$ cat src/logic/uiedr_regs.vh
`ifndef UIEDR_REGS_VH
`define UIEDR_REGS_VH
// ------------------------------------------------------------
// Register word indices (byte address = 4 * index)
// ------------------------------------------------------------
`define UIEDR_IDX_IN0_CFG 16'hff80
`define UIEDR_IDX_IN0_CNT 16'hff81
`define UIEDR_IDX_OUT0_CFG 16'hff82
`define UIEDR_IDX_OUT0_CNT 16'hff83
`define UIEDR_IDX_STATUS 16'h00c0
`define UIEDR_IDX_MASK 16'h00c1
// Endpoint 1..7 page: index[15:6], endpoint index[5:3], slot index[2:0]
`define UIEDR_EP_PAGE 10'h002
`define UIEDR_SLOT_CFG 3'h0
`define UIEDR_SLOT_XBASE 3'h1
`define UIEDR_SLOT_XCNT 3'h2
`define UIEDR_SLOT_YBASE 3'h3
`define UIEDR_SLOT_YCNT 3'h4
`define UIEDR_SLOT_SIZE 3'h5
// ------------------------------------------------------------
// Field positions, shared by endpoint 0 and endpoints 1..7
// ------------------------------------------------------------
`define UIEDR_B_ENABLE 7
`define UIEDR_B_TOGGLE 5
`define UIEDR_B_DOUBLE_BUFFER_ENABLE 4
`define UIEDR_B_STALL 3
`define UIEDR_B_IRQEN 2
`define UIEDR_B_NAK 7
`define UIEDR_B_SETUP 8
// ------------------------------------------------------------
// Writable-bit masks
// ------------------------------------------------------------
`define UIEDR_WM_EP0_CFG 8'h8c
`define UIEDR_WM_EP0_CNT 8'h8f
`define UIEDR_WM_EP_CFG 8'hfc
`define UIEDR_WM_SIZE 8'h7f
// ------------------------------------------------------------
// Reset values
// ------------------------------------------------------------
`define UIEDR_RST_IN0_CFG 8'h00
`define UIEDR_RST_IN0_CNT 8'h80
`define UIEDR_RST_OUT0_CFG 8'h00
`define UIEDR_RST_OUT0_CNT 8'h00
`define UIEDR_RST_EP_CFG 8'h00
`define UIEDR_RST_EP_BASE 8'h00
`define UIEDR_RST_EP_CNT 8'h80
`define UIEDR_RST_EP_SIZE 8'h00
// ------------------------------------------------------------
// Fixed buffers, counts and answer codes
// ------------------------------------------------------------
`define UIEDR_IN0_BUF 16'hfef8
`define UIEDR_OUT0_BUF 16'hfef0
`define UIEDR_EP0_MAX 4'h8
`define UIEDR_RESP_DATA 2'h0
`define UIEDR_RESP_NAK 2'h1
`define UIEDR_RESP_STALL 2'h2
`define UIEDR_RESP_NONE 2'h3
`endif

$ cat src/logic/uiedr_top.v
// Operation
// - Y base register holds address bits 10..3; start address appends three zeros.
// - Transactions start at the programmed base; hardware never alters it.
// - Y byte count in bits 6..0, zero is an empty packet.
// - Y count bit 7 is NAK: 0 data ready, 1 empty and NAKed.
// - One 7-bit size field serves X and Y; bit 7 reads zero.
// - Endpoints 1..7 use descriptor entries; endpoint 0 uses four registers.
// - Endpoint 0 buffers fixed: input at FEF8, output at FEF0; the token lookup answers every endpoint 0 token with FEF8.
// - Endpoint 0 registers at indices FF80, FF81, FF82, FF83.
// - Endpoint 0 fields sit where endpoints 1..7 put them.
// - Endpoint 0 input bit 2 enables completion interrupt; resets to 0.
// - Endpoint 0 input bit 3 forces STALL; next SETUP clears it.
// - Endpoint 0 input bit 5 is read-only data toggle; resets 0.
// - Bit 7 enables buffer manager service of the endpoint; resets 0.
// - Endpoint 0 count is 4 bits, resets 0; codes above eight mean eight.
// - Endpoint 0 input count NAK resets to 1, output count NAK resets to 0; 0 means packet ready.
// - Double buffering lets toggle pick X or Y; otherwise X only.
// - While setup-received is set, endpoint 0 answers NAK.
//
// The AHB-Lite slave port was chosen for this implementation.
`timescale 1ns/100ps
`default_nettype none
`include "uiedr_regs.vh"
module uiedr_top (
   input wire hclk,
   input wire hresetn,
   input wire hsel,
   input wire [31:0] haddr,
   input wire [1:0] htrans,
   input wire hwrite,
   input wire [2:0] hsize,
   input wire [31:0] hwdata,
   input wire hready,
   output reg [31:0] hrdata,
   output reg hreadyout,
   output reg hresp,
   input wire tok_valid,
   input wire [2:0] tok_ep,
   input wire ack_valid,
   input wire [2:0] ack_ep,
   input wire setup_rx,
   output wire resp_valid,
   output wire [1:0] resp_code,
   output wire [15:0] resp_addr,
   output wire [6:0] resp_len,
   output wire resp_buf_y,
   output reg irq
);
   // ------------------------------------------------------------
   // Storage
   // ------------------------------------------------------------
   reg [7:0] in0_cfg_r;
   reg [7:0] in0_cnt_r;
   reg [7:0] out0_cfg_r;
   reg [7:0] out0_cnt_r;
   reg [7:0] ep_cfg_r [1:7];
   reg [7:0] ep_xbase_r [1:7];
   reg [7:0] ep_xcnt_r [1:7];
   reg [7:0] ep_ybase_r [1:7];
   reg [7:0] ep_ycnt_r [1:7];
   reg [7:0] ep_size_r [1:7];
   reg [8:0] stat_r;
   reg [8:0] mask_r;
   reg [15:0] idx_r;
   localparam [2:0] ST_IDLE = 3'h1;
   localparam [2:0] ST_WDATA = 3'h2;
   localparam [2:0] ST_RDATA = 3'h4;
   reg [2:0] bus_st_r;
   reg [2:0] bus_st_nxt;
   integer i;

   // ------------------------------------------------------------
   // Helpers
   // ------------------------------------------------------------
   function [3:0] clamp8;
      input [3:0] c;
      begin
         clamp8 = (c > `UIEDR_EP0_MAX) ? `UIEDR_EP0_MAX : c;
      end
   endfunction

   function sel_y;
      input [7:0] cfg;
      begin
         sel_y = cfg[`UIEDR_B_DOUBLE_BUFFER_ENABLE] & cfg[`UIEDR_B_TOGGLE];
      end
   endfunction

   function [7:0] merge;
      input [7:0] old;
      input [7:0] wd;
      input [7:0] wm;
      begin
         merge = (old & ~wm) | (wd & wm);
      end
   endfunction

   function [15:0] buf_start;
      input [7:0] base;
      begin
         buf_start = {5'h00, base, 3'h0};
      end
   endfunction

   // ------------------------------------------------------------
   // Bus decode
   // ------------------------------------------------------------
   wire acc = hsel & htrans[1] & hready & (hsize == 3'b010);
   wire [7:0] wd = hwdata[7:0];
   wire ep_hit = (idx_r[15:6] == `UIEDR_EP_PAGE) & (idx_r[5:3] != 3'h0);
   wire [2:0] wep = idx_r[5:3];
   wire [2:0] slot = idx_r[2:0];
   wire wr_go = (bus_st_r == ST_WDATA);
   wire rd_go = (bus_st_r == ST_RDATA);
   wire [7:0] ack_cfg = ep_cfg_r[ack_ep];

   // ------------------------------------------------------------
   // Interrupt status
   // ------------------------------------------------------------
   reg [8:0] stat_set;
   reg [8:0] stat_clr;
   // A hardware set wins over a write-one clear in the same cycle
   wire [8:0] stat_nxt = (stat_r & ~stat_clr) | stat_set;

   always @* begin
      stat_set = 9'h000;
      stat_set[`UIEDR_B_SETUP] = setup_rx;
      if (ack_valid) begin
         if (ack_ep == 3'h0)
            stat_set[0] = in0_cfg_r[`UIEDR_B_IRQEN];
         else
            stat_set[ack_ep] = ack_cfg[`UIEDR_B_IRQEN];
      end
      stat_clr = 9'h000;
      if (wr_go && idx_r == `UIEDR_IDX_STATUS)
         stat_clr = hwdata[8:0];
   end

   // ------------------------------------------------------------
   // Bus phase: idle, write data phase or read data phase
   // ------------------------------------------------------------
   always @* begin
      bus_st_nxt = ST_IDLE;
      case (bus_st_r)
         ST_IDLE, ST_WDATA: begin
            // A write data phase can overlap the next address phase
            if (acc)
               bus_st_nxt = hwrite ? ST_WDATA : ST_RDATA;
         end
         // The read wait state holds hready low, so no address is taken here
         ST_RDATA: bus_st_nxt = ST_IDLE;
         default: bus_st_nxt = ST_IDLE;
      endcase
   end

   // ------------------------------------------------------------
   // Bus handshake and read data
   // ------------------------------------------------------------
   reg [31:0] rd_val;

   always @* begin
      rd_val = 32'h0000_0000;
      case (idx_r)
         `UIEDR_IDX_IN0_CFG: rd_val[7:0] = in0_cfg_r;
         `UIEDR_IDX_IN0_CNT: rd_val[7:0] = in0_cnt_r;
         `UIEDR_IDX_OUT0_CFG: rd_val[7:0] = out0_cfg_r;
         `UIEDR_IDX_OUT0_CNT: rd_val[7:0] = out0_cnt_r;
         `UIEDR_IDX_STATUS: rd_val[8:0] = stat_r;
         `UIEDR_IDX_MASK: rd_val[8:0] = mask_r;
         default: begin
            if (ep_hit) begin
               case (slot)
                  `UIEDR_SLOT_CFG: rd_val[7:0] = ep_cfg_r[wep];
                  `UIEDR_SLOT_XBASE: rd_val[7:0] = ep_xbase_r[wep];
                  `UIEDR_SLOT_XCNT: rd_val[7:0] = ep_xcnt_r[wep];
                  `UIEDR_SLOT_YBASE: rd_val[7:0] = ep_ybase_r[wep];
                  `UIEDR_SLOT_YCNT: rd_val[7:0] = ep_ycnt_r[wep];
                  `UIEDR_SLOT_SIZE: rd_val[7:0] = ep_size_r[wep];
                  default: rd_val = 32'h0000_0000;
               endcase
            end
         end
      endcase
   end

   always @(posedge hclk or negedge hresetn) begin
      if (!hresetn) begin
         idx_r <= 16'h0000;
         bus_st_r <= ST_IDLE;
         hreadyout <= 1'b1;
         hrdata <= 32'h0000_0000;
         hresp <= 1'b0;
         irq <= 1'b0;
      end else begin
         hresp <= 1'b0;
         bus_st_r <= bus_st_nxt;
         if (acc)
            idx_r <= haddr[17:2];
         if (acc & ~hwrite)
            hreadyout <= 1'b0;
         else if (rd_go)
            hreadyout <= 1'b1;
         if (rd_go)
            hrdata <= rd_val;
         irq <= |(stat_nxt & mask_r);
      end
   end

   // ------------------------------------------------------------
   // Endpoint 0, status and mask registers
   // ------------------------------------------------------------
   always @(posedge hclk or negedge hresetn) begin
      if (!hresetn) begin
         in0_cfg_r <= `UIEDR_RST_IN0_CFG;
         in0_cnt_r <= `UIEDR_RST_IN0_CNT;
         out0_cfg_r <= `UIEDR_RST_OUT0_CFG;
         out0_cnt_r <= `UIEDR_RST_OUT0_CNT;
         stat_r <= 9'h000;
         mask_r <= 9'h000;
      end else begin
         stat_r <= stat_nxt;
         if (setup_rx) begin
            in0_cfg_r[`UIEDR_B_STALL] <= 1'b0;
            out0_cfg_r[`UIEDR_B_STALL] <= 1'b0;
         end
         if (wr_go) begin
            case (idx_r)
               `UIEDR_IDX_IN0_CFG:
                  in0_cfg_r <= merge(in0_cfg_r, wd, `UIEDR_WM_EP0_CFG);
               `UIEDR_IDX_IN0_CNT:
                  in0_cnt_r <= merge(in0_cnt_r, wd, `UIEDR_WM_EP0_CNT);
               `UIEDR_IDX_OUT0_CFG:
                  out0_cfg_r <= merge(out0_cfg_r, wd, `UIEDR_WM_EP0_CFG);
               `UIEDR_IDX_OUT0_CNT:
                  out0_cnt_r <= merge(out0_cnt_r, wd, `UIEDR_WM_EP0_CNT);
               `UIEDR_IDX_MASK:
                  mask_r <= hwdata[8:0];
               default: mask_r <= mask_r;
            endcase
         end
         // Placed after the write so that the hardware update wins a clash
         if (ack_valid && ack_ep == 3'h0) begin
            in0_cnt_r[`UIEDR_B_NAK] <= 1'b1;
            in0_cfg_r[`UIEDR_B_TOGGLE] <= ~in0_cfg_r[`UIEDR_B_TOGGLE];
         end
      end
   end

   // ------------------------------------------------------------
   // Endpoint 1..7 descriptor entries
   // ------------------------------------------------------------
   always @(posedge hclk or negedge hresetn) begin
      if (!hresetn) begin
         for (i = 1; i < 8; i = i + 1) begin
            ep_cfg_r[i] <= `UIEDR_RST_EP_CFG;
            ep_xbase_r[i] <= `UIEDR_RST_EP_BASE;
            ep_xcnt_r[i] <= `UIEDR_RST_EP_CNT;
            ep_ybase_r[i] <= `UIEDR_RST_EP_BASE;
            ep_ycnt_r[i] <= `UIEDR_RST_EP_CNT;
            ep_size_r[i] <= `UIEDR_RST_EP_SIZE;
         end
      end else begin
         if (wr_go && ep_hit) begin
            case (slot)
               `UIEDR_SLOT_CFG:
                  ep_cfg_r[wep] <= merge(ep_cfg_r[wep], wd, `UIEDR_WM_EP_CFG);
               `UIEDR_SLOT_XBASE: ep_xbase_r[wep] <= wd;
               `UIEDR_SLOT_XCNT: ep_xcnt_r[wep] <= wd;
               `UIEDR_SLOT_YBASE: ep_ybase_r[wep] <= wd;
               `UIEDR_SLOT_YCNT: ep_ycnt_r[wep] <= wd;
               `UIEDR_SLOT_SIZE:
                  ep_size_r[wep] <= merge(ep_size_r[wep], wd, `UIEDR_WM_SIZE);
               default: ep_size_r[wep] <= ep_size_r[wep];
            endcase
         end
         // Placed after the write so that the hardware update wins a clash
         if (ack_valid && ack_ep != 3'h0) begin
            if (sel_y(ack_cfg))
               ep_ycnt_r[ack_ep][`UIEDR_B_NAK] <= 1'b1;
            else
               ep_xcnt_r[ack_ep][`UIEDR_B_NAK] <= 1'b1;
            ep_cfg_r[ack_ep][`UIEDR_B_TOGGLE] <= ~ack_cfg[`UIEDR_B_TOGGLE];
         end
      end
   end

   // ------------------------------------------------------------
   // Token lookup
   // ------------------------------------------------------------
   reg t_en;
   reg t_busy;
   reg t_stall;
   reg t_nak;
   reg t_y;
   reg [15:0] t_addr;
   reg [6:0] t_len;
   reg [7:0] t_cfg;
   reg [7:0] t_cnt;

   always @* begin
      t_cfg = 8'h00;
      t_cnt = 8'h00;
      if (tok_ep == 3'h0) begin
         t_en = in0_cfg_r[`UIEDR_B_ENABLE];
         t_busy = stat_r[`UIEDR_B_SETUP];
         t_stall = in0_cfg_r[`UIEDR_B_STALL];
         t_nak = in0_cnt_r[`UIEDR_B_NAK];
         t_y = 1'b0;
         t_addr = `UIEDR_IN0_BUF;
         t_len = {3'b000, clamp8(in0_cnt_r[3:0])};
      end else begin
         t_cfg = ep_cfg_r[tok_ep];
         t_en = t_cfg[`UIEDR_B_ENABLE];
         t_busy = 1'b0;
         t_stall = t_cfg[`UIEDR_B_STALL];
         t_y = sel_y(t_cfg);
         t_cnt = t_y ? ep_ycnt_r[tok_ep] : ep_xcnt_r[tok_ep];
         t_nak = t_cnt[`UIEDR_B_NAK];
         t_addr = buf_start(t_y ? ep_ybase_r[tok_ep] : ep_xbase_r[tok_ep]);
         t_len = t_cnt[6:0];
      end
   end

   // Answer priority: disabled, setup pending, stall, empty buffer
   uiedr_resp uiedr_resp_inst (
      .hclk(hclk),
      .hresetn(hresetn),
      .tok_valid(tok_valid),
      .ep_enable(t_en),
      .setup_busy(t_busy),
      .ep_stall(t_stall),
      .ep_nak(t_nak),
      .buf_addr(t_addr),
      .buf_len(t_len),
      .use_y(t_y),
      .resp_valid_r(resp_valid),
      .resp_code_r(resp_code),
      .resp_addr_r(resp_addr),
      .resp_len_r(resp_len),
      .resp_buf_y_r(resp_buf_y)
   );
endmodule
`default_nettype wire

$ cat src/logic/uiedr_resp.v
`timescale 1ns/100ps
`default_nettype none
`include "uiedr_regs.vh"
module uiedr_resp (
   input wire hclk,
   input wire hresetn,
   input wire tok_valid,
   input wire ep_enable,
   input wire setup_busy,
   input wire ep_stall,
   input wire ep_nak,
   input wire [15:0] buf_addr,
   input wire [6:0] buf_len,
   input wire use_y,
   output reg resp_valid_r,
   output reg [1:0] resp_code_r,
   output reg [15:0] resp_addr_r,
   output reg [6:0] resp_len_r,
   output reg resp_buf_y_r
);
   // ------------------------------------------------------------
   // Token answer, one cycle after the token
   // ------------------------------------------------------------
   always @(posedge hclk or negedge hresetn) begin
      if (!hresetn) begin
         resp_valid_r <= 1'b0;
         resp_code_r <= `UIEDR_RESP_NONE;
         resp_addr_r <= 16'h0000;
         resp_len_r <= 7'h00;
         resp_buf_y_r <= 1'b0;
      end else begin
         resp_valid_r <= tok_valid;
         if (tok_valid) begin
            resp_addr_r <= buf_addr;
            resp_len_r <= buf_len;
            resp_buf_y_r <= use_y;
            if (!ep_enable)
               resp_code_r <= `UIEDR_RESP_NONE;
            else if (setup_busy)
               resp_code_r <= `UIEDR_RESP_NAK;
            else if (ep_stall)
               resp_code_r <= `UIEDR_RESP_STALL;
            else if (ep_nak)
               resp_code_r <= `UIEDR_RESP_NAK;
            else
               resp_code_r <= `UIEDR_RESP_DATA;
         end
      end
   end
endmodule
`default_nettype wire

$ cat config.mk
export PLATFORM = sky130hd
export DESIGN_NAME = uiedr_top
export DESIGN_NICKNAME = d
export VERILOG_FILES = /design/src/logic/uiedr_top.v /design/src/logic/uiedr_resp.v
export VERILOG_INCLUDE_DIRS = /design/src /design/src/logic
export SDC_FILE = /design/constraint.sdc
export NUM_CORES = 1
export LEC_CHECK = 0
export ABC_AREA = 1
export BUFFER_PORTS_ARGS = -buffer_cell sky130_fd_sc_hd__buf_2
export CORE_ASPECT_RATIO = 1.2
export CORE_MARGIN = 5
export CORE_UTILIZATION = 26
export DETAILED_ROUTE_END_ITERATION = 16
export SLEW_MARGIN = 20
export SYNTH_ARGS = -nofsm -noshare
export SYNTH_HDL_FRONTEND = slang
export SYNTH_SLANG_ARGS = --single-unit
export TNS_END_PERCENT = 1
$ cat constraint.sdc
create_clock -name hclk -period 2.5 [get_ports hclk]
set_clock_uncertainty 0.2 [all_clocks]
set_input_delay 0.5 -clock hclk [delete_from_list [all_inputs] [get_ports hclk]]
set_output_delay 0.5 -clock hclk [all_outputs]
set_load 0.02 [all_outputs]
---- Yosys cells after proc, flatten, opt, wreduce, memory -nomap -nowiden ----
Index checks and enable logic that the tools add are counted.
word-level totals
  logic and storage cells ................. 246
  bits of input ports ..................... 83
  register bits ........................... 466
  output and inout bits ................... 62
cells by class
  $lt $le $gt $ge ......................... 8
  bitwise operators ....................... 26
  reductions and logical operators ........ 31
  multiplexer cells ....................... 103
  eq/ne operators ......................... 16
operators by type and width
  cell                                                                    number
  56-bit two-way mux                                                      11
  56-bit bitwise mux                                                      8
  8-bit binary-select mux with 3-bit select                               12
  8-bit two-way mux                                                       30
  56-bit bitwise OR                                                       2
  56-bit one-hot mux with 2 select lines                                  1
  8-bit one-hot mux with 6 select lines                                   2
  8-bit demux with 3-bit select                                           3
  16-bit equality test, second input constant                             4
  16-bit by 8-bit equality test with 1-bit output, second input constant  2
  7-bit by 8-bit bitwise OR with 8-bit output                             4
  6-bit two-way mux                                                       5
  23-bit two-way mux                                                      1
  2-bit AND reduction                                                     10
  9-bit bitwise AND                                                       2
  9-bit two-way mux                                                       2
  16-bit two-way mux                                                      1
  1-bit two-way mux                                                       14
  3-bit by 2-bit equality test with 1-bit output, second input constant   4
  4-bit greater-or-equal comparator, second input constant                3
  4-bit two-way mux                                                       3
  3-bit inverter with 4-bit output                                        3
  10-bit by 2-bit equality test with 1-bit output, second input constant  1
  9-bit bitwise mux                                                       1
  other kinds (26)                                                        55

---- Longest topological paths before layout ----
Gate-level depths: netlist of run 1.
  depth in word-level cells ............... 11
  mapped depth ............................ 16
  depth with buffers taken out ............ 13

---- Modules after synthesis ----
From an unflattened synthesis of run 1, not the netlist that was laid out.
unflattened totals
  cells, all modules ...................... 3198
  area total of the unflattened synthesis .. 22890.7 um2
modules (own cells, without submodules)
  module      instances  seq. area each (um2)  cells an instance  area each (um2)
  uiedr_top   1          10055.9               3084               21846.0
  uiedr_resp  1          678.2                 114                1044.8

---- Worst setup path before layout of run 1 ----
Ideal clock, no wire load.
  path type ............................... input-to-reg
  from .................................... input port ack_ep[0]
  to ...................................... register ep_xcnt_r[15] in the netlist's numbering
  data required time ...................... 2.225 ns
  buffers on the path ..................... 1
  stages .................................. 9
  setup slack ............................. 0.507 ns
  data arrival time ....................... 1.718 ns
  path through ............................ buf_2 -> nor3_1 -> inv_1 -> or2_2 -> nand3_1 -> nor2_2 -> nand2_1 -> nand2_1 -> o211ai_2
on the way
  word-level cells in the longest chain between the ends .. 8
  elaborated cells between the ends (all ways) .. 15
  those cells by class .................... order compare: 2; mux: 7; bitwise: 3; reduce/logical: 3
RTL lines
  item                                                                                                       RTL line                          source
  from (decl)                                                                                                uiedr_top.v:40                    input wire [2:0] ack_ep,
  3-bit inverter with 4-bit output                                                                           uiedr_top.v:115, uiedr_top.v:281
  4-bit greater-or-equal comparator / 4-bit by 1-bit < comparator with 1-bit output (equally long branches)  uiedr_top.v:281                   ep_xcnt_r[ack_ep][`UIEDR_B_NAK] <= 1'b1;
  1-bit logical AND                                                                                          uiedr_top.v:281
  8-bit two-way mux                                                                                          uiedr_top.v:281
  8-bit demux with 3-bit select                                                                              uiedr_top.v:281
  56-bit bitwise OR (no source line)                                                                         n/a
  56-bit two-way mux                                                                                         uiedr_top.v:278                   if (sel_y(ack_cfg))
  56-bit two-way mux *                                                                                       uiedr_top.v:277                   if (ack_valid && ack_ep != 3'h0) begin
  to (signal, indexed assignment)                                                                            uiedr_top.v:257                   ep_xcnt_r[i] <= `UIEDR_RST_EP_CNT;
  to (signal, indexed assignment)                                                                            uiedr_top.v:268                   `UIEDR_SLOT_XCNT: ep_xcnt_r[wep] <= wd;
  to (decl)                                                                                                  uiedr_top.v:58                    reg [7:0] ep_xcnt_r [1:7];
Mark *: on every way between the ends. The rest lies on a longest branch, timed or not. The select of a mux whose other input is x is not followed.
A chain may end at the register's enable or synchronous reset.

---- Worst setup path in the final report of run 1 ----
  from .................................... register bus_st_r[2]
  to ...................................... register ep_xbase_r[5] in the netlist's numbering
on the way
  word-level cells in the longest chain between the ends .. 3
RTL lines
  item                                            RTL line         source
  from (decl)                                     uiedr_top.v:68   reg [2:0] bus_st_r;
  from (signal assigned)                          uiedr_top.v:196  bus_st_r <= bus_st_nxt;
  3-bit by 2-bit equality test with 1-bit output  uiedr_top.v:113  wire wr_go = (bus_st_r == ST_WDATA);
  1-bit logical AND                               uiedr_top.v:263  if (wr_go && ep_hit) begin
  2-bit AND reduction (no source line)            n/a
  to (signal, indexed assignment)                 uiedr_top.v:256  ep_xbase_r[i] <= `UIEDR_RST_EP_BASE;
  to (signal, indexed assignment)                 uiedr_top.v:267  `UIEDR_SLOT_XBASE: ep_xbase_r[wep] <= wd;
  to (decl)                                       uiedr_top.v:57   reg [7:0] ep_xbase_r [1:7];
No other way between the ends.

==> out/results.ini, run 1 <==
[pwr]
power_density_nw_per_um2 = 738
power_leakage_nw = 14.1
ir_drop_v = 0.000456

[drt]
wl_per_cell_um = 17.8
via_per_inst = 4.83
vias = 21900
drc = 0
drtAntennaViolNets = 0
drt_iter0_markers = 1884
drt_wl_total_um = 80700
drt_pass1_iterations = 6

[sta]
slew_headroom_pct = 40.2
slew_viol_final = 0
fmax_mhz = 413
worst_slack_ns = 0.0762
min_period_ns = 2.42
setup-violations-final = 0
tns_ns = 0
hold_viol_final = 0
post-route-period-util_pct = 97.0
worstMarginPinSlew_ns = 0.894
rsz0062_at_grt = true

[final_layout]
area_growth_pct = 18.7
antenna_cells = 0
final_cell_mix = nand2_1 (1462), o21ai_0 (447), dfrtp_1 (399), nor2_1 (174), inv_1 (132)
final_cell_area_um2 = 27200
nets = 3434
layout_commonest_cell = nand2_1
final_cells = 4537
drive_above_1_share_pct = 11.4

[critical_path]
rrSetupSlack_ns = 0.08
crit_path_max_fanout = 16
cpLargestDelayFamily = simple AND/OR/NAND/NOR gates
criticalPathCategory = reg2reg
required_ns = 2.80
crit_slowest_cell = dfrtp_1
critPathLaunchType = flop
timing.critical_path.buf_inv = 0
arrival_ns = 2.73
slowest_delay_ns = 0.42
cp-end-kind = flop
path_cells = nor3_4 -> nand4_4 -> nor2_4 -> nand2_1 -> o21ai_0

[place]
dp_hpwl_um = 54700
port_buffers = 77
place_inst = 4426
place_ws_ns = -0.0629
place_congestion = 0.933
place_area_um2 = 25200

[floorplan]
die_h_um = 335
die_area_um2 = 94100
dieWidth_um = 281
rows = 119
start_util_pct = 26.2
core_area_um2 = 87500
ios = 145

[grt]
grt_pass1_vias = 20700
grt_max_degree = 72
grt_pass1_wl_um = 124000
antenna_found_initial = 3
overflow = 0
grt_use_total_pct = 16.7

[logic_synthesis]
synth_area_um2 = 22900
ys_types = 44
synth_cells = 3270
synth_area_per_cell_um2 = 7.00
ys_ff_latch = 421
synth-seq-area-share_pct = 46.1
yosys_warnings = 0
synth-edff-count = 0
async_reset_ff_share_pct = 100
ys.flop_type = dfrtp_1

[clock_tree]
post_cts_buffers = 0
clkLatencyLatePin_ns = 0.60
htreeDepth = 2
cts_max_path_buffers = 3
cts.clk_slew.worst_paths_ns = 0.06
numClockSinks = 421
cts-root-buf = clkbuf_16
cts_buffers = 49
cts_tree = built

[min_path]
hp-class = in2reg

[run_status]
outcome = complete, no violations

[job]
cap_violations = 0

## routing by layer
metal	up-vias	routed length, um	track usage, %
li1	10500	-	-
met4	2	3000	5.68
met2	810	36900	26.8
met1	10400	35500	22.8
met5	-	7	0
met3	183	5360	2.75
## synth_stat cells (21+ instances only)
master | count | share of area [%]
o21ai_0 | 447 | 9.8
o21ai_1 | 49 | 1.1
buf_1 | 21 | 0.34
dfrtp_1 | 402 | 44
a21oi_1 | 80 | 1.7
buf_4 | 36 | 1.2
inv_1 | 134 | 2.2
nor2_1 | 176 | 2.9
nand3_1 | 109 | 2.4
nand2_1 | 1466 | 24
clkbuf_1 | 103 | 1.7
buf_2 | 81 | 1.8
## power breakdown
| part | total (mW) | internal [mW] | switching (mW) |
|---|---|---|---|
| clock network | 7.65 | 4.72 | 2.92 |
| registers | 7.16 | 6.99 | 0.164 |
| logic | 5.25 | 1.58 | 3.67 |
## worst paths after layout
check | start | end | cells after the start
max | bus_st_r[2]$_DFF_PN0_ | ep_xbase_r[5]$_DFFE_PN0P_ | 5
min | hwdata[8] | mask_r[8]$_DFFE_PN0P_ | 3
max reg2reg | bus_st_r[2]$_DFF_PN0_ | ep_xbase_r[5]$_DFFE_PN0P_ | 5
min reg2reg | ep_cfg_r[24]$_DFFE_PN0P_ | ep_cfg_r[24]$_DFFE_PN0P_ | 0
max in group asynchronous | hresetn | bus_st_r[0]$_DFF_PN1_ | 3
min in group asynchronous | hresetn | ep_xcnt_r[14]$_DFFE_PN0P_ | 2
## registers in the layout, summed over array words and instances (netlist names), 2 cells and up
register,count
bus_st_r,3
ep_cfg_r,56
ep_size_r,56
ep_xbase_r,56
ep_xcnt_r,56
ep_ybase_r,56
ep_ycnt_r,56
hrdata,9
idx_r,16
in0_cfg_r,4
in0_cnt_r,5
mask_r,9
out0_cfg_r,3
out0_cnt_r,5
stat_r,9
uiedr_resp_inst.resp_addr_r,9
uiedr_resp_inst.resp_code_r,2
uiedr_resp_inst.resp_len_r,7
## per-stage QoR
| step | hold slack, ns | power, mW | util [%] |
|---|---|---|---|
| after detailed placement | 0.166 | 12.4 | 28.8 |
| after global placement | 0.165 | 12.4 | 28.8 |
| after floorplan | 0.00441 | 10.3 | - |
| after global routing | 0.0370 | 21.0 | 31.0 |
| after CTS | 0.00148 | 20.1 | 31.0 |
| final | 0.0206 | 20.1 | 31.0 |
## timing repair
action | in CTS | in global routing
endpoints found under the hold margin | 113 | 0
hold buffers | 23 | 0
resized for setup | 1 | 8
setup endpoints to repair | 1 | 97
## tightest hold or removal path: cells and delay by family
family	cells	cell delay, ns
buf+inv	2	0.16
compound gates	1	0.09
## cell families after synthesis
| family | Yosys count | share of synthesized area, % |
|---|---|---|
| other | 1 | 0.0164 |
| flip-flops | 421 | 46.1 |
| multiplexers | 9 | 0.432 |
| AO/OA/AOI/OAI | 627 | 14.3 |
| AND/OR/NAND/NOR | 1815 | 31.4 |
| XOR/XNOR | 1 | 0.0382 |
| buffers and inverters | 396 | 7.65 |
## final cells by class
cell class | count | area, um^2
fill | 9507 | 60400
multi-input combinational | 2479 | 10700
sequential | 421 | 10600
timing repair buffer | 249 | 2170
clock buffer | 77 | 1500
tap | 1149 | 1440
inverter | 151 | 572
clock inverter | 11 | 209
Power figures use the tool's default switching activity.
==> run 2, diff against run 1 <==
Settings changed: SYNTH_HIERARCHICAL from default to 1.
==> out/results.ini, run 2 <==
[run_status]
outcome = complete, no violations

[final_layout]
antenna_cells = 0
layout_commonest_cell = nand2_1
fillers = 9378
drive_above_1_share_pct = 12.9
multi_input_area_um2 = 10000
final_cell_area_um2 = 27600
final_cell_mix = nand2_1 (1040), o21ai_0 (509), dfrtp_1 (406), inv_1 (299), nand3_1 (237)
nets = 3440
regArea_um2 = 10700
area_growth_pct = 20.8

[sta]
post-route-period-util_pct = 98.5
slew_headroom_pct = 54.2
tns_ns = 0
min_period_ns = 2.46
worstMarginPinSlew_ns = 0.686
setup-violations-final = 0
hold_viol_final = 0
rsz0062_at_grt = true
fmax_mhz = 406
slew_viol_final = 0

[min_path]
hp-class = in2reg
holdPathStages = 4

[clock_tree]
numClockSinks = 428
cts_tree = built
cts.clk_slew.worst_paths_ns = 0.06
htreeDepth = 2
cts_max_path_buffers = 3
clkLatencyLatePin_ns = 0.60
cts-root-buf = clkbuf_16
cts_buffers = 48

[job]
cap_violations = 0

[floorplan]
start_util_pct = 26.1
core_area_um2 = 87500
die_area_um2 = 94100
ios = 145
rows = 119
die_h_um = 335
dieWidth_um = 281

[grt]
overflow = 0
antenna_found_initial = 3
grt_pass1_vias = 20800
grt_use_total_pct = 16.5
grt_pass1_wl_um = 123000
grt_max_degree = 81

[drt]
drtAntennaViolNets = 0
drc = 0
drt_wl_total_um = 80000
drt_pass1_iterations = 5
wl_per_cell_um = 17.6
vias = 22000
drt_iter0_markers = 2101
via_per_inst = 4.84

[logic_synthesis]
netlist_top_cells_count = nand2_1 (1040), o21ai_0 (518), dfrtp_1 (409)
async_reset_ff_share_pct = 100
synth-edff-count = 0
ys_types = 40
yosysMostFrequentCell = nand2_1
synth_top_area_share_pct = 44.7
synth-seq-area-share_pct = 46.9
yosys_warnings = 6
synth_top_cell_by_area = dfrtp_1
synthTopCellsByArea = dfrtp_1 (45%), nand2_1 (17%), o21ai_0 (11%)
synth_area_per_cell_um2 = 7.16
synth_area_um2 = 22900
ys_ff_latch = 428
ys.flop_type = dfrtp_1
synth_cells = 3198

[critical_path]
reg2regPathDepth = 7
crit_slowest_cell = dfrtp_4
arrival_ns = 2.77
critPathLaunchType = flop
slowest_delay_ns = 0.52
required_ns = 2.80
cp-end-kind = flop
path_cells = inv_4 -> buf_12 -> nand3_1 -> buf_4 -> inv_1 -> nand2_1 -> o21ai_0
criticalPathCategory = reg2reg
timing.critical_path.buf_inv = 4
cpLargestDelayFamily = buffers and inverters
crit_path_max_fanout = 27
path_depth = 7

[pwr]
power_leakage_nw = 14.8
p_total_mw = 19.2
power_density_nw_per_um2 = 696
ir_drop_v = 0.000542

[place]
port_buffers = 80
place_congestion = 0.914
dp_hpwl_um = 55200
place_area_um2 = 25900

==> run 2: path summary, 6_finish.rpt <==
path	slack [ns]	endpoint	start
max in group asynchronous	1.04	uiedr_resp_inst/resp_code_r[1]$_DFFE_PN1P_	hresetn
hold / removal	0.08	stat_r[4]$_DFF_PN0_	hwdata[4]
setup reg to reg	0.04	ep_size_r[41]$_DFFE_PN0P_	idx_r[3]$_DFFE_PN0P_
min in group asynchronous	0.24	ep_ycnt_r[8]$_DFFE_PN0P_	hresetn
hold reg to reg	0.17	ep_cfg_r[49]$_DFFE_PN0P_	ep_cfg_r[49]$_DFFE_PN0P_
setup / recovery	0.04	ep_size_r[41]$_DFFE_PN0P_	idx_r[3]$_DFFE_PN0P_
==> run 2: logic make-up (layout without fill, tap and decap cells) <==
| logic type | Yosys count | after routing | share of synthesized area, % |
|---|---|---|---|
| AND/OR/NAND/NOR | 1526 | 1526 | 27.5 |
| AO/OA/AOI/OAI | 687 | 687 | 15.6 |
| buffers and inverters | 554 | 727 | 9.85 |
| flip-flops | 428 | 428 | 46.9 |
| other | 1 | 27 | 0.0164 |
| XOR/XNOR | 1 | 1 | 0.0383 |
| multiplexers | 1 | 1 | 0.0492 |
==> run 2: layout make-up <==
class	instances	area share [%]
clock buffer	76	5.13
clock inverter	14	0.593
inverter	309	4.20
multi-input combinational	2242	36.2
sequential	428	38.9
tap	1149	5.20
timing repair buffer	328	9.83
==> run 2: per-stage QoR <==
step | worst slack, ns | hold WS, ns | utilization [%] | cells
after floorplan | 0.175 | 0.00441 | - | 3224
after global placement | 0.0564 | 0.165 | 29.5 | 4436
after detailed placement | 0.0224 | 0.165 | 29.5 | 4436
after CTS | 0.0353 | 0.0465 | 31.6 | 4546
after global routing | -0.124 | 0.0779 | 31.6 | 4546
final | 0.0366 | 0.0836 | 31.6 | 4546
==> run 2: power by group <==
group / switching, mW / internal (mW) / leakage, nW
clock network: 2.99 / 4.21 / 0.766
logic: 3.22 / 1.55 / 9.94
registers: 0.161 / 7.12 / 4.13
total: 6.37 / 12.9 / 14.8
==> run 2: layer usage <==
| metal | vias up | wire length (um) | GRT usage, % |
|---|---|---|---|
| li1 | 10600 | - | - |
| met1 | 10400 | 33600 | 21.8 |
| met2 | 881 | 37800 | 27.8 |
| met3 | 193 | 5270 | 2.34 |
| met4 | 2 | 3350 | 6.00 |
| met5 | - | 13 | 0 |
==> run 2: tightest hold or removal path: stages <==
cell and delay [ns]:
buf_2 0.14, nand2_1 0.08, nand2_1 0.05, nand2_1 0.07
==> run 2: timing repair <==
item | CTS | global route
hold buffers | 20 | 0
endpoints found under the setup margin | 0 | 101
resized for setup | 0 | 12
hold endpoints to repair | 80 | 0
buffers inserted | 0 | 0
==> run 3, diff against run 2 <==
Settings changed: ABC_AREA 1 to default.
==> out/results.ini, run 3 <==
[run_status]
outcome = finished, violations left
violations = negative setup slack

[pwr]
power_frac_clock_pct = 36.4
power_leakage_nw = 13.6
p_int_mw = 12.9
seqPwrFrac_pct = 39.6
p_switching_mw = 5.68
switching_share_pct = 30.5
p_comb_share_pct = 24.0
power_density_nw_per_um2 = 622
ir_drop_v = 0.000415

[final_layout]
area_growth_pct = 32.6
nets = 2210
drive_above_1_share_pct = 52.0
final_util_pct = 34.7
layout_commonest_cell = dfrtp_1
final_cell_mix = dfrtp_1 (406), mux2_2 (266), buf_4 (260), mux2_4 (175)
fillers = 8355

[clock_tree]
clkLatencyLatePin_ns = 0.60
cts.clk_slew.worst_paths_ns = 0.07
cts-root-buf = clkbuf_16
htreeDepth = 2
cts_tree = built
cts_max_path_buffers = 3
cts_buffers = 45
numClockSinks = 428

[drt]
wl_per_cell_um = 24.6
vias = 17100
drt_pass1_iterations = 5
drtAntennaViolNets = 0
drt_wl_total_um = 81100
drt_iter0_markers = 1276
drc = 0
via_per_inst = 5.19

[sta]
fin_hold_ws_ns = 0.0768
post-route-period-util_pct = 114
worstMarginPinSlew_ns = 0.705
setup-violations-final = 331
fmax_mhz = 350
hold_viol_final = 0
min_period_ns = 2.86
slew_headroom_pct = 52.8
slew_viol_final = 0
rsz0062_at_grt = true
worst_slack_ns = -0.358

[grt]
overflow = 0
grt_use_total_pct = 16.9
antenna_found_initial = 2
grt_max_degree = 90
grt_pass1_vias = 18200
grt_pass1_wl_um = 121000

[floorplan]
rows = 118
core_area_um2 = 86200
die_area_um2 = 92900
dieWidth_um = 279
start_util_pct = 26.2
die_h_um = 333
ios = 145

[logic_synthesis]
synth_area_um2 = 22600
ys_ff_latch = 428
ys_types = 78
netlist_top_cells_count = mux2_2 (413), dfrtp_1 (409), clkbuf_1 (108)
synth_cells = 1782
synth-edff-count = 0
yosys_warnings = 6
yosysMostFrequentCell = mux2_2
synth-seq-area-share_pct = 47.5
synth_top_area_share_pct = 45.3
synthTopCellsByArea = dfrtp_1 (45%), mux2_2 (21%), mux4_2 (5.7%)
synth_area_per_cell_um2 = 12.7
synth_top_cell_by_area = dfrtp_1
async_reset_ff_share_pct = 100
ys.flop_type = dfrtp_1

[critical_path]
path_cells = buf_4 -> buf_4 -> mux4_2 -> nor2_1 -> o21ai_0 -> and3_1 -> o31ai_1 -> buf_4 -> a31oi_1
cp-end-kind = flop
cpLargestDelayFamily = buffers and inverters
crit_slowest_cell = mux4_2
criticalPathCategory = reg2reg
critPathLaunchType = flop
arrival_ns = 3.12
crit_path_start = idx_r[3]$_DFFE_PN0P_
cpMostUsedCell = buf_4
slowest_delay_ns = 0.56
crit_path_max_fanout = 8
required_ns = 2.76
r2r_start = idx_r[3]$_DFFE_PN0P_
timing.critical_path.buf_inv = 3

[place]
place_congestion = 0.938
port_buffers = 80
dp_hpwl_um = 59000
place_ws_ns = -0.462

[min_path]
hp-start = tok_valid
hp-class = in2reg

[job]
cap_violations = 0

## run 3: cell count changes after synthesis, moves of 59 or more
cell      before  now
a221oi_1       3   62
o21ai_0      518   66
mux2i_1        0   65
inv_1        299   12
a21oi_1       98   31
nand2_1     1040   79
nor2_1       154   41
nand3_1      237   30
mux2_2         1  413
## run 3: routing by layer
layer  up-vias  part of all wire (%)  track usage, %
met3       226                   5.3            2.42
met4         0                   6.7            8.97
met1      8885                    39            20.8
li1       7370                     -               -
met2       667                    49            28.9
met5         -                     0               0
## run 3: logic make-up after synthesis
group,synth area share (%)
other,0.0166
AND/OR/NAND/NOR,7.63
flip-flops,47.5
buffers and inverters,3.83
XOR/XNOR,0.0775
multiplexers,31.2
AO/OA/AOI/OAI,9.74
## run 3: power groups by stage
stage               combinational (mW)  sequential [mW]  clock, mW
finish                            4.47             7.38       6.77
global route                      4.66             7.40       7.17
CTS                               4.26             7.39       6.94
detailed placement                4.08             7.51          0
global placement                  4.05             7.50          0
floorplan                         1.83             7.45          0
## run 3: timing repair
action,4_1_cts,5_1_grt
gates cloned,0,0
endpoints found under the setup margin,347,347
hold endpoints to repair,133,0
setup buffers,4,12
hold buffers,21,0
gates resized for setup,154,120
pin swaps,23,16
## run 3: path summary, 6_finish.rpt
path                            cells after the start  slack (ns)                                      to
worst max-delay path                                9       -0.36                   hrdata[0]$_DFFE_PN0N_
worst min-delay path                                2        0.08  uiedr_resp_inst/resp_valid_r$_DFF_PN0_
worst max register to register                      9       -0.36                   hrdata[0]$_DFFE_PN0N_
worst min register to register                      0        0.17                ep_cfg_r[33]$_DFFE_PN0P_
max in group asynchronous                           3        1.07               ep_xcnt_r[11]$_DFFE_PN0P_
min in group asynchronous                           2        0.20                ep_cfg_r[18]$_DFFE_PN0P_
## run 3: cell type report
cell class	count	area, um^2	area share (%)
tap	1140	1430	4.76
clock buffer	65	1320	4.42
clock inverter	14	143	0.476
sequential	428	10700	35.9
multi-input combinational	1194	12100	40.3
inverter	13	48.8	0.163
antenna	2	5.00	0.0167
timing repair buffer	445	4190	14.0
## run 3: metrics by stage
step / TNS (ns) / std cells / area (um^2) / power [mW]
after CTS: -61.42 / 3287 / 29400 / 18.6
after global routing: -89.79 / 3301 / 30000 / 19.2
after global placement: -71.80 / 3184 / 27100 / 11.5
after detailed placement: -75.40 / 3184 / 27100 / 11.6
after floorplan: -10.10 / 1808 / 22800 / 9.28
final: -71.89 / 3301 / 30000 / 18.6
## run 3: worst reg2reg max path, stage by stage (launching register included)
cell and delay, ns:
dfrtp_4 0.49, buf_4 0.20, buf_4 0.21, mux4_2 0.56
nor2_1 0.14, o21ai_0 0.19, and3_1 0.23, o31ai_1 0.25
buf_4 0.17, a31oi_1 0.08
